===== src/gdio_pkg.sv =====
package gdio_pkg;
   localparam int PORT_WIDTH = 8;
   localparam int NUM_PORTS = 2;
   // Register indices within one port's slot
   localparam logic [1:0] REG_INPUT = 2'h0;
   localparam logic [1:0] REG_DIRECTION = 2'h1;
   localparam logic [1:0] REG_DRIVE = 2'h2;
   localparam logic [1:0] REG_CONTROL = 2'h3;
   localparam int ADDR_WIDTH = 4;
   // Control register field positions
   localparam int CTL_PULLUP_DISABLE_BIT = 0;
   localparam int CTL_SLEEP_CLAMP_BIT = 1;
   localparam logic [7:0] RESET_VALUE = 8'h00;
   // Cycles a written drive value masks the pad path (output flop + 2 sync)
   localparam logic [1:0] DRIVE_HOLD_CYCLES = 2'h3;
endpackage


===== src/gdio_port.sv =====
// What this block does
// - Direction bit one makes the pin an output, zero an input.
// - Input pin with drive bit one and pull-up enabled gets pull-up.
// - Pull-up drops when drive bit cleared or pin made output.
// - Reset tri-states all pins with no pull-up, even without clock.
// - Output pin drives pad to its drive value bit.
// - Writing one to input register toggles drive bit; zero ignored.
// - Global pull-up disable turns off every pull-up.
// - Synchronised pad level readable in either direction.
// - Pad passes two sync flops, latch flop, then register, delay three to four cycles.
// - Written drive value of an output pin enters latch at write edge; reads lag one.
// - Deep sleep clamp forces digital input low.
// - Clamp bypassed for pins enabled as external interrupts.
// - Removing the clamp on a high pin shows as a transition.
// - Strobes shared per port; clock, clamp, pull-up disable global.
// - Input register reads pad level, writes toggle drive; drive and direction read/write.
module gdio_port #(
   parameter int PORTS = gdio_pkg::NUM_PORTS,
   parameter int WIDTH = gdio_pkg::PORT_WIDTH
) (
   input wire logic sys_clk, // I/O clock
   input wire logic sys_rst, // Synchronous reset, active high
   input wire logic [gdio_pkg::ADDR_WIDTH-1:0] regAddr, // Register address
   input wire logic [7:0] regWdata, // Write data
   input wire logic regWr, // Write strobe
   input wire logic regRd, // Read strobe
   output logic [7:0] regRdata, // Read data, cycle after read
   input wire logic sleepRequest, // Deep sleep clamp from sleep control
   input wire logic [PORTS*WIDTH-1:0] extIntEnable, // Pin interrupt enables
   input wire logic [PORTS*WIDTH-1:0] padIn, // Pad levels
   output logic [PORTS*WIDTH-1:0] padOut, // Pad output values
   output logic [PORTS*WIDTH-1:0] padOe, // Pad output enables
   output logic [PORTS*WIDTH-1:0] pullupEn, // Pull-up enables
   output logic [PORTS*WIDTH-1:0] clampedLevel // Digital input to interrupts
);
   typedef struct packed {
      logic [PORTS*WIDTH-1:0] portDirection;
      logic [PORTS*WIDTH-1:0] portDrive;
      logic globalPullupDisable;
      logic sleepClamp;
      logic [7:0] rdata;
   } gdio_port_state_t;
   gdio_port_state_t state;
   gdio_port_state_t next_state;
   logic [PORTS*WIDTH-1:0] pinInputAll;
   logic [PORTS*WIDTH-1:0] driveWrite;
   logic [PORTS*WIDTH-1:0] newDriveAll;
   logic [PORTS*WIDTH-1:0] padSync1;
   logic [PORTS*WIDTH-1:0] padSync2;
   localparam int ADDR_SLOT = gdio_pkg::ADDR_WIDTH - 2;
   logic [1:0] regSel;
   logic [ADDR_SLOT-1:0] portSel;

   assign regSel = regAddr[1:0];
   assign portSel = regAddr[gdio_pkg::ADDR_WIDTH-1:2];

   // Two-flop front end so pads never reach logic directly
   always_ff @(posedge sys_clk) begin
      padSync1 <= padIn;
      padSync2 <= padSync1;
   end

   always_comb begin
      next_state = state;
      driveWrite = '0;
      next_state.rdata = gdio_pkg::RESET_VALUE;
      for (int p = 0; p < PORTS; p++) begin
         if (regWr && portSel == ADDR_SLOT'(p)) begin
            case (regSel)
               gdio_pkg::REG_DIRECTION: begin
                  next_state.portDirection[p*WIDTH +: WIDTH] =
                     regWdata[WIDTH-1:0];
               end
               gdio_pkg::REG_DRIVE: begin
                  next_state.portDrive[p*WIDTH +: WIDTH] =
                     regWdata[WIDTH-1:0];
                  driveWrite[p*WIDTH +: WIDTH] = '1;
               end
               gdio_pkg::REG_INPUT: begin
                  // Ones toggle the drive bits, zeros leave them
                  next_state.portDrive[p*WIDTH +: WIDTH] =
                     state.portDrive[p*WIDTH +: WIDTH] ^
                     regWdata[WIDTH-1:0];
                  driveWrite[p*WIDTH +: WIDTH] = regWdata[WIDTH-1:0];
               end
               default: begin
               end
            endcase
         end
         if (regRd && portSel == ADDR_SLOT'(p)) begin
            case (regSel)
               gdio_pkg::REG_DIRECTION: next_state.rdata =
                  8'(state.portDirection[p*WIDTH +: WIDTH]);
               gdio_pkg::REG_DRIVE: next_state.rdata =
                  8'(state.portDrive[p*WIDTH +: WIDTH]);
               gdio_pkg::REG_INPUT: next_state.rdata =
                  8'(pinInputAll[p*WIDTH +: WIDTH]);
               default: begin
               end
            endcase
         end
      end
      // Global control sits in port 0's last register index, shared by every port
      if (regWr && regSel == gdio_pkg::REG_CONTROL
          && portSel == ADDR_SLOT'(0)) begin
         next_state.globalPullupDisable =
            regWdata[gdio_pkg::CTL_PULLUP_DISABLE_BIT];
      end
      if (regRd && regSel == gdio_pkg::REG_CONTROL
          && portSel == ADDR_SLOT'(0)) begin
         next_state.rdata = 8'({state.sleepClamp,
            state.globalPullupDisable});
      end
      next_state.sleepClamp = sleepRequest;
      if (sys_rst) begin
         next_state = '0;
      end
   end

   always_ff @(posedge sys_clk) begin
      state <= next_state;
   end

   assign newDriveAll = next_state.portDrive;
   assign regRdata = state.rdata;

   genvar i;
   generate
      for (i = 0; i < PORTS*WIDTH; i++) begin : gPin
         gdio_pin uPin (
            .sys_clk(sys_clk),
            .sys_rst(sys_rst),
            .padIn(padSync2[i]),
            .direction(state.portDirection[i]),
            .driveValue(state.portDrive[i]),
            .pullupDisable(state.globalPullupDisable),
            .sleepClamp(state.sleepClamp),
            .extIntEnable(extIntEnable[i]),
            .driveWrite(driveWrite[i]),
            .newDrive(newDriveAll[i]),
            .pinInput(pinInputAll[i]),
            .padOut(padOut[i]),
            .padOe(padOe[i]),
            .pullupEn(pullupEn[i]),
            .clampedLevel(clampedLevel[i])
         );
      end
   endgenerate
endmodule


===== src/gdio_pin.sv =====
module gdio_pin (
   input wire logic sys_clk, // I/O clock
   input wire logic sys_rst, // Synchronous reset
   input wire logic padIn, // Pad level from the two-flop synchroniser
   input wire logic direction, // Direction bit
   input wire logic driveValue, // Drive value bit
   input wire logic pullupDisable, // Global pull-up disable
   input wire logic sleepClamp, // Deep sleep clamp request
   input wire logic extIntEnable, // Pin enabled as external interrupt
   input wire logic driveWrite, // Drive value written this cycle
   input wire logic newDrive, // Drive value being written
   output logic pinInput, // Synchronised pad level
   output logic padOut, // Pad output value
   output logic padOe, // Pad output enable
   output logic pullupEn, // Pull-up enable
   output logic clampedLevel // Digital input after clamp
);
   typedef struct packed {
      logic syncLatch;
      logic pinInput;
      logic padOut;
      logic padOe;
      logic pullupEn;
      logic clampedLevel;
      logic [1:0] holdCount;
   } gdio_pin_state_t;
   gdio_pin_state_t state;
   gdio_pin_state_t next_state;
   logic digitalIn;

   always_comb begin
      // Clamp forces input low ahead of the buffer unless interrupt-enabled
      digitalIn = padIn & ~(sleepClamp & ~extIntEnable);
      next_state = state;
      next_state.syncLatch = digitalIn;
      // Stale pad levels still in the sync flops must not overwrite it
      if (state.holdCount != 2'h0) begin
         next_state.syncLatch = state.syncLatch;
         next_state.holdCount = 2'(state.holdCount - 2'h1);
      end
      // A write of an output value loads the latch directly
      if (driveWrite && direction) begin
         next_state.syncLatch = newDrive;
         next_state.holdCount = gdio_pkg::DRIVE_HOLD_CYCLES;
      end
      next_state.pinInput = state.syncLatch;
      next_state.padOe = direction;
      next_state.padOut = direction & driveValue;
      next_state.pullupEn = ~direction & driveValue & ~pullupDisable;
      next_state.clampedLevel = digitalIn;
      if (sys_rst) begin
         next_state = '0;
      end
   end

   always_ff @(posedge sys_clk) begin
      state <= next_state;
   end

   assign pinInput = state.pinInput;
   assign padOut = state.padOut;
   // Reset gates the pad asynchronously so pins float without a clock
   assign padOe = state.padOe & ~sys_rst;
   assign pullupEn = state.pullupEn & ~sys_rst;
   assign clampedLevel = state.clampedLevel;
endmodule


===== config.mk =====
export PLATFORM = sky130hd
export DESIGN_NAME = gdio_port
export DESIGN_NICKNAME = d
export VERILOG_FILES = /design/src/gdio_pkg.sv /design/src/gdio_port.sv /design/src/gdio_pin.sv
export SDC_FILE = /design/constraint.sdc
export NUM_CORES = 1
export LEC_CHECK = 0
export BUFFER_PORTS_ARGS = -buffer_cell sky130_fd_sc_hd__buf_4
export CAP_MARGIN = 20
export CORE_ASPECT_RATIO = 0.6
export CORE_UTILIZATION = 50
export DETAILED_ROUTE_END_ITERATION = 10
export GPL_ROUTABILITY_DRIVEN = 0
export PLACE_DENSITY = 0.71
export SLEW_MARGIN = 20
export SYNTH_ARGS = -nofsm -noshare
export SYNTH_HDL_FRONTEND = slang
export SYNTH_SLANG_ARGS = --single-unit

===== constraint.sdc =====
create_clock -name sys_clk -period 2.5 [get_ports sys_clk]
set_input_delay 0.125 -clock sys_clk [delete_from_list [all_inputs] [get_ports sys_clk]]
set_output_delay 0.125 -clock sys_clk [all_outputs]
set_load 0.1 [all_outputs]

# Word level (Yosys, flattened, before mapping)
# Index checks and enable logic that the tools add are counted.
# W data, S select, Z words.
# word_totals
input_bits	49
out_inout_bits	72
ff_bits	202
wordCells	460
# op_classes
n_reduce_logical	61
bitwise_logic	164
addsub	16
mux	78
n_eq_ne	20
# ops
operator	n
$and A1 B1 Y1	112
$mux W2	32
$reduce_bool A2 Y1	32
$mux W8	7
$not A1 Y1	50
$pmux W8 S2	3
$pmux W8 S3	2
$mux W1	33
$ne A2 B2 Y1 const B	16
$sub A2 B1 Y2 const B	16
$mux W26	1
$logic_and A1 B1 Y1	24
$xor A8 B8 Y8	2
$eq A2 B1 Y1 const B	2
$eq A2 B2 Y1 const B	2
$logic_not A2 Y1	2
$reduce_and A2 Y1	2
$reduce_or A2 Y1	1

# Depth between registers and ports, before layout
# Gate-level depths: netlist (run 1).
# depth
ltp_word	8
depth_mapped	7
mapped_depth_nobuf	6

# Modules after synthesis
# Synthesis (run 1) repeated with hierarchy kept, for this count alone.
# hier_totals
hier_cells	782
hier_area_um2	8049.0
# by_module_without_submodules
module	instances	area_per_inst_um2	cells_per_inst
gdio_pin	16	309.0	28
gdio_port	1	3104.2	334

# Worst setup path after synthesis (run 1)
# OpenSTA, ideal clock, no wires.
# synth_timing
path_kind	input -> register
startpoint	in regAddr[3] (netlist name)
endpoint	reg state (netlist bit regRdata[0])
path_slack_ns	1.130
setup_time_ns	0.086
arrival_ns	1.283
required_ns	2.414
stages	6
path_cell_list	buf_6 > nand2b_4 > or3b_1 > buf_2 > a2bb2oi_1 > a221oi_2
# synth_via
elab_chain_len	6
elab_cells_between_ends	9
classes_between	eq/ne: 1; mux: 4; reduce/logical: 4
# synth_rtl
element	line_no	rtl
from (decl)	gdio_port.sv:23	input wire logic [gdio_pkg::ADDR_WIDTH-1:0] regAddr,
$logic_not A2 Y1	gdio_port.sv:90, gdio_port.sv:110	
$logic_and A1 B1 Y1	gdio_port.sv:90	if (regRd && portSel == ADDR_SLOT'(p)) begin
$mux W8	gdio_port.sv:90	
$pmux W8 S3	gdio_port.sv:91	case (regSel)
$mux W8	gdio_port.sv:90	
$mux W8 (*)	gdio_port.sv:109	if (regRd && regSel == gdio_pkg::REG_CONTROL
to (signal assigned)	gdio_port.sv:121	state <= next_state;
to (decl)	gdio_port.sv:43	gdio_port_state_t state;
# Mark *: on every way between the ends. The rest lies on a longest branch, timed or not.
# A chain may end at the register's enable or synchronous reset.

# Final worst setup path (run 1)
# layout_timing
startpoint	in sys_rst
endpoint	out pullupEn[14]
# layout_via
elab_chain_len	2
# layout_rtl
element	line_no	rtl
from (decl)	gdio_port.sv:22	input wire logic sys_rst,
$not A1 Y1	gdio_pin.sv:64	assign pullupEn = state.pullupEn & ~sys_rst;
$and A1 B1 Y1	gdio_pin.sv:64	
to (decl)	gdio_port.sv:33	output logic [PORTS*WIDTH-1:0] pullupEn,
# No other way between the ends.

==> results of run 1 <==
-- stage by stage --
stage / utilization / instance area [sq um] / cells / hold slack (ns) / worst slack [ns]
finish: 0.6154 / 9620 / 1146 / -0.007270 / 0.9695
global route: 0.6154 / 9620 / 1146 / 0.01325 / 0.8618
CTS: 0.6154 / 9620 / 1146 / 0.0009063 / 0.9645
detailed placement: 0.5550 / 8677 / 1078 / 0.2306 / 0.7466
floorplan: - / 8148 / 860 / 0.1527 / 1.130
global placement: 0.5550 / 8677 / 1078 / 0.2296 / 0.8019
-- Yosys cell counts (2+ instances only) --
library cell / instances
a21oi_1: 56
a221oi_2: 2
a22oi_1: 8
a2bb2oi_1: 2
and2_1: 16
buf_1: 4
buf_2: 8
buf_4: 65
clkbuf_1: 30
dfxtp_1: 202
ha_1: 16
inv_1: 64
mux2_2: 18
mux2i_1: 37
nand2_1: 53
nand2b_1: 4
nand3_1: 2
nand3b_1: 9
nand4_1: 2
nor2_1: 53
nor2b_1: 65
nor3_1: 14
nor3b_1: 19
nor4b_1: 2
o2111ai_1: 14
o211ai_1: 8
o21a_1: 6
o21ai_0: 30
o221ai_1: 2
o22ai_1: 22
or2_2: 2
xor2_1: 16
-- power by group through the flow --
stage / Clock, uW / Combinational (uW) / Sequential (uW)
after global routing: 2930 / 2180 / 3800
after detailed placement: 0 / 1880 / 3820
after global placement: 0 / 1830 / 3820
after floorplan: 0 / 1570 / 3800
after CTS: 2760 / 1940 / 3750
final: 2710 / 1930 / 3750
-- flip-flops by register name, summed over array words and instances (netlist names) --
signal and flops:
gPin.uPin.clampedLevel 16, gPin.uPin.padOut 16, gPin.uPin.pinInput 16, gPin.uPin.state 80
padSync1 16, padSync2 16, regRdata 8, state 34
-- cell families after synthesis --
family / after synthesis / synth area share
and+or+nand+nor: 249 / 0.1672
xor gates and xnor gates: 16 / 0.01720
buffers and inverters: 172 / 0.1113
DFF: 202 / 0.4963
adders and majority gates: 16 / 0.02457
AOI/OAI and AO/OA: 150 / 0.1130
muxes: 55 / 0.07033
-- timing repair --
item / 4_1_cts / 5_1_grt
setup endpoints to repair: 0 / 0
hold buffers: 36 / 0
endpoints found under the hold margin: 56 / 0
-- layout make-up --
cell class,instances,area (sq um),share of cell area
clock buffer,27,555.5,0.05774
clock inverter,5,27.53,0.002861
inverter,64,240.2,0.02497
multi-input combinational,486,3203,0.3329
sequential,202,4044,0.4203
tap,203,254.0,0.02640
timing repair buffer,159,1296,0.1347
-- worst min-delay path: cells and delay by family --
family	cells	cell delay [ns]
simple gates	2	0.21
buf+inv	1	0.08
-- layer usage --
layer	track usage	up-vias	part of all wire
li1	-	2948	-
met1	0.2844	2779	0.47
met2	0.3539	168	0.45
met3	0.03848	24	0.061
met4	0.05057	0	0.017
met5	0	-	0
-- final timing paths --
path              cells after the start            start  slack, ns                        end
hold / removal                        3  extIntEnable[6]     -0.007  gPin[6].uPin.clampedLevel
setup reg to reg                      4         state[8]       1.05      gPin[0].uPin.state[7]
hold reg to reg                       0      padSync1[5]       0.33                padSync2[5]
setup / recovery                      4          sys_rst       0.97               pullupEn[14]
==> metrics.md, run 1 <==
| Metric | Value |
|---|---|
| Status | `finished, violations left` |
| Failing checks | `negative hold slack` |
| Worst path required time | `between 2 and 2.5 ns` |
| Die X-Extent | `about 170 um` |
| Final Max Tran Viols | `0` |
| Core Region | `15630 sq um` |
| Vias in the first global route | `between 5000 and 6000` |
| Relative slew margins | `0.4703` |
| Worst Tran Pin Value | `0.7887 ns` |
| Switch Pwr | `between 2000 and 2500 uW` |
| Synthesized area per cell | `approximately 9.5 sq um` |
| RSZ-0062 raised after global routing | `no` |
| Area Growth Syn to Fin | `18.07%` |
| Total GRT Usage | `0.2112` |
| Clock power share | `0.323` |
| CTS resizes | `0` |
| Yosys top cell by area | `dfxtp_1` |
| H-tree depth | `1` |
| I/O pin cnt | `approximately 120` |
| # Post-CTS Setup Buffers | `0` |
| Max stage delay cell, worst path | `buf_4` |
| Sw frac | `0.2771` |
| Worst skew pair latency | `between 0.4 and 0.5 ns` |
| Die ar. | `approximately 17000 sq um` |
| Final Critical Period | `1.530 ns` |
| Yosys reg bits | `202` |
| Final period util | `0.6122` |
| Share of cells above drive strength 1 | `0.1898` |
| VDD IR max | `~570 uV` |
| Async SR Flop Fraction | `0` |
| Syn Nets | `about 930` |
| Setup crit start kind | `primary input` |
| FMAX | `~650 MHz` |
| Clk_skew | `slightly below 0.01 ns` |
| Most common cell after layout, fill and taps aside | `dfxtp_1` |
| Pwr Total | `8399 uW` |
| Buf/Inv on CP | `3` |
| Clk slew on worst S/H paths | `approximately 0.060 ns` |
| Fillers | `approximately 1300` |
| Max-cap violations | `0` |
| Commonest non-fill, non-tap cells in the layout | `202 x dfxtp_1, 122 x buf_4, 65 x nor2b_1` |
| Worst Path Class, Setup | `in2out` |
| Final wirelength | `about 18000 um` |
| Initial Utilization | `0.5212` |
| Max Buffers Root-to-Sink | `3` |
| Antenna-violating nets left | `0` |
| CP Cell Sequence | `buf_4 -> buf_12 -> nor2b_1 -> buf_4` |
| Max FO, Critical Path | `roughly 90` |
| Cells after Synth | `860` |
| Cell Int Power | `6071 uW` |
| Critical Path AT | `between 1 and 1.5 ns` |
| Leakage power | `~0.0039 uW` |
| Synthesized cell area | `8148 sq um` |
| Register area share after synthesis | `0.4963` |
| Comb pwr share | `0.230` |
| Total number of vias | `between 5000 and 6000` |
| Worst Hold Class | `in2reg` |
| Final Hold Slack | `-0.007270 ns` |
| Cell family with most CP delay | `buffers and inverters` |
| Root buffer cell | `clkbuf_16` |
| Synth unique cells | `~40` |
| Drt pass-1 iters | `5` |
| Drt wl/cell | `approximately 15 um` |
| Register share of total power | `0.447` |
| Final Hold Vio Count | `1` |
| DRC | `0` |
| Top FF cell, synth | `dfxtp_1` |
| Initial antenna violation count | `0` |
| Nets | `997` |
| Finish-stage setup viols | `0` |
| Yosys warns | `0` |
| Share of the synthesized area in the top cell type | `0.4963` |
| Power density cells | `between 800 and 900 nW/um^2` |
| Clock sinks | `approximately 200` |
| TritonCTS clock tree | `built` |
| Post-synth EDFFs | `0` |
| DR iter-0 viols | `~350` |
| Most used cell, CP | `buf_4` |
| Area contributors post-synth | `dfxtp_1 50%, buf_4 6.0%, nor2b_1 5.0%` |
| Largest net degree at the start of global routing | `92` |
| Post-Route Setup TNS | `0 ns` |
| First-pass GRT wire length | `approximately 28000 um` |
| Std cell rows | `35` |
| Element type at the critical path end | `output port` |
| Grt total ovfl | `0` |
| Diodes inserted | `0` |
| Critical path's largest stage delay | `0.47 ns` |
| Chip Height | `between 100 and 150 um` |
| I/O Buffers | `120` |
| CTS buffer count | `19` |
| Post-detail-place hpwl | `11830 um` |
| Via density | `about 5.2` |
(Power assumes the default switching activity.)
==> inputs of run 2 (changes only) <==
==> constraint.sdc (replaced) <==
create_clock -name sys_clk -period 1.5 [get_ports sys_clk]
set_input_delay 0.075 -clock sys_clk [delete_from_list [all_inputs] [get_ports sys_clk]]
set_output_delay 0.075 -clock sys_clk [all_outputs]
set_load 0.1 [all_outputs]
==> metrics.md, run 2 (same netlist as run 1, synthesis figures left out) <==
| Metric | Value |
|---|---|
| Chip Height | `a little over 100 um` |
| Antenna-violating nets left | `0` |
| Std cell rows | `35` |
| Power density cells | `around 1400 nW/um^2` |
| VDD IR max | `about 870 uV` |
| Root buffer cell | `clkbuf_16` |
| Leakage power | `~0.0040 uW` |
| Drt wl/cell | `between 15 and 20 um` |
| Post-Layout Cell Count | `about 1200` |
| Post-Route Setup TNS | `0 ns` |
| I/O pin cnt | `roughly 120` |
| Total GRT Usage | `0.2189` |
| Register-to-register setup slack | `0.29 ns` |
| Total number of vias | `5974` |
| Via density | `roughly 5.1` |
| Max stage delay cell, worst path | `buf_4` |
| Status | `finished clean` |
| Final Critical Period | `between 1 and 1.5 ns` |
| Max FFs per register | `80` |
| Max Buffers Root-to-Sink | `3` |
| Grt total ovfl | `0` |
| FMAX | `729.3 MHz` |
| CTS resizes | `0` |
| Fillers | `roughly 1300` |
| Reg with most FFs | `gPin.uPin.state` |
| Placed cell count | `1100` |
| Biggest regs | `gPin.uPin.state: 80 flops, state: 34 flops` |
| Buf/Inv on CP | `1` |
| Max-cap violations | `0` |
| Final period util | `0.9141` |
| Commonest non-fill, non-tap cells in the layout | `202 x dfxtp_1, 140 x buf_4, 65 x nor2b_1` |
| Final wirelength | `between 15000 and 20000 um` |
| Die X-Extent | `~170 um` |
| CP Cell Sequence | `nor2b_1 -> buf_4` |
| Initial Utilization | `0.5212` |
| Initial antenna violation count | `0` |
| Post-detail-place hpwl | `roughly 12000 um` |
| Area Growth Syn to Fin | `21.59%` |
| Clk_skew | `0.01140 ns` |
| Setup crit start kind | `flip-flop` |
| Relative slew margins | `0.7155` |
| Area of the multi-input gates | `3203 sq um` |
| Most common cell after layout, fill and taps aside | `dfxtp_1` |
| Worst Hold Class | `in2reg` |
| CTS buffer count | `19` |
| Finished Core Util | `0.6337` |
| Final Hold Vio Count | `0` |
| Element type at the critical path end | `output port` |
| Clock sinks | `between 200 and 250` |
| Vias in the first global route | `around 5800` |
| Worst Path Class, Setup | `reg2out` |
| Sequential Area | `between 4000 and 5000 sq um` |
| Critical path's largest stage delay | `between 0.3 and 0.4 ns` |
| Cell family with most CP delay | `buffers and inverters` |
| Core Region | `15630 sq um` |
| Drt pass-1 iters | `5` |
| H-tree depth | `1` |
| TritonCTS clock tree | `built` |
| DRC | `0` |
| RSZ-0062 raised after global routing | `no` |
| First-pass GRT wire length | `29180 um` |
| Worst path required time | `between 1 and 1.5 ns` |
| Share of cells above drive strength 1 | `0.2052` |
| Diodes inserted | `0` |
| Largest net degree at the start of global routing | `66` |
| Die ar. | `16830 sq um` |
| Max FO, Critical Path | `1` |
| Clk slew on worst S/H paths | `roughly 0.070 ns` |
| I/O Buffers | `between 100 and 150` |
| Worst Tran Pin Value | `about 0.43 ns` |
| DR iter-0 viols | `approximately 280` |
| Worst skew pair latency | `0.49 ns` |
| Finish-stage setup viols | `0` |
| Nets | `just over 1000` |
| Final Max Tran Viols | `0` |
| Pwr Total | `roughly 14000 uW` |
| Critical Path AT | `about 1.3 ns` |
-- run 2: cell types whose count changed in the layout (fill, tap and decap cells not counted) --
cell,change
clkbuf_8,+1
dlygate4sd3_1,+6
clkinv_2,-3
buf_4,+18
clkinv_8,+1
clkbuf_1,+1
buf_12,+4
clkinvlp_4,-1
-- run 2: worst register-to-register path, delay by kind of cell (launching register included) --
kind	cells	cell delay, ns
DFF	1	0.33
AOI/OAI and AO/OA	1	0.15
buffers and inverters	1	0.06
muxes	1	0.36
adders and majority gates	1	0.24
-- run 2: area by class of cell --
| class | instances | share of cell area |
|---|---|---|
| clock inverter | 2 | 0.002147 |
| timing repair buffer | 187 | 0.1586 |
| inverter | 64 | 0.02425 |
| sequential | 202 | 0.4082 |
| clock buffer | 29 | 0.05784 |
| tap | 203 | 0.02564 |
| multi-input combinational | 486 | 0.3233 |
-- run 2: final timing paths --
| check | from | to | cells past startpoint |
|---|---|---|---|
| worst max-delay path | gPin[10].uPin.state[3] | pullupEn[10] | 2 |
| worst min-delay path | regAddr[3] | state[9] | 4 |
| worst max register to register | gPin[9].uPin.state[0] | gPin[9].uPin.state[1] | 4 |
| worst min register to register | padSync1[5] | padSync2[5] | 0 |
-- run 2: what timing repair did --
action                                 4_1_cts  5_1_grt
setup buffers                                0        0
hold buffers                                42        0
endpoints found under the hold margin       83        0
-- run 2: stage by stage --
step,instance area (sq um),setup slack (ns),hold WS [ns]
after global placement,8892,0.09115,0.1794
after floorplan,8148,0.1802,0.1027
after global routing,9907,0.1035,0.03874
after CTS,9907,0.1383,0.02594
final,9907,0.1289,0.03131
after detailed placement,8892,0.05085,0.1806
-- run 2: routing by layer --
| layer | vias to the layer above | global-route usage | wire length, um |
|---|---|---|---|
| li1 | 3008 | - | - |
| met1 | 2773 | 0.2911 | 8484 |
| met2 | 168 | 0.3675 | 8161 |
| met3 | 25 | 0.04083 | 1039 |
| met4 | 0 | 0.05912 | 318 |
| met5 | - | 0 | 0 |
-- run 2: power by group --
part	switching [uW]	internal, uW
logic	1720	1590
registers	245	6010
clock network	1950	2630
total	3920	10200
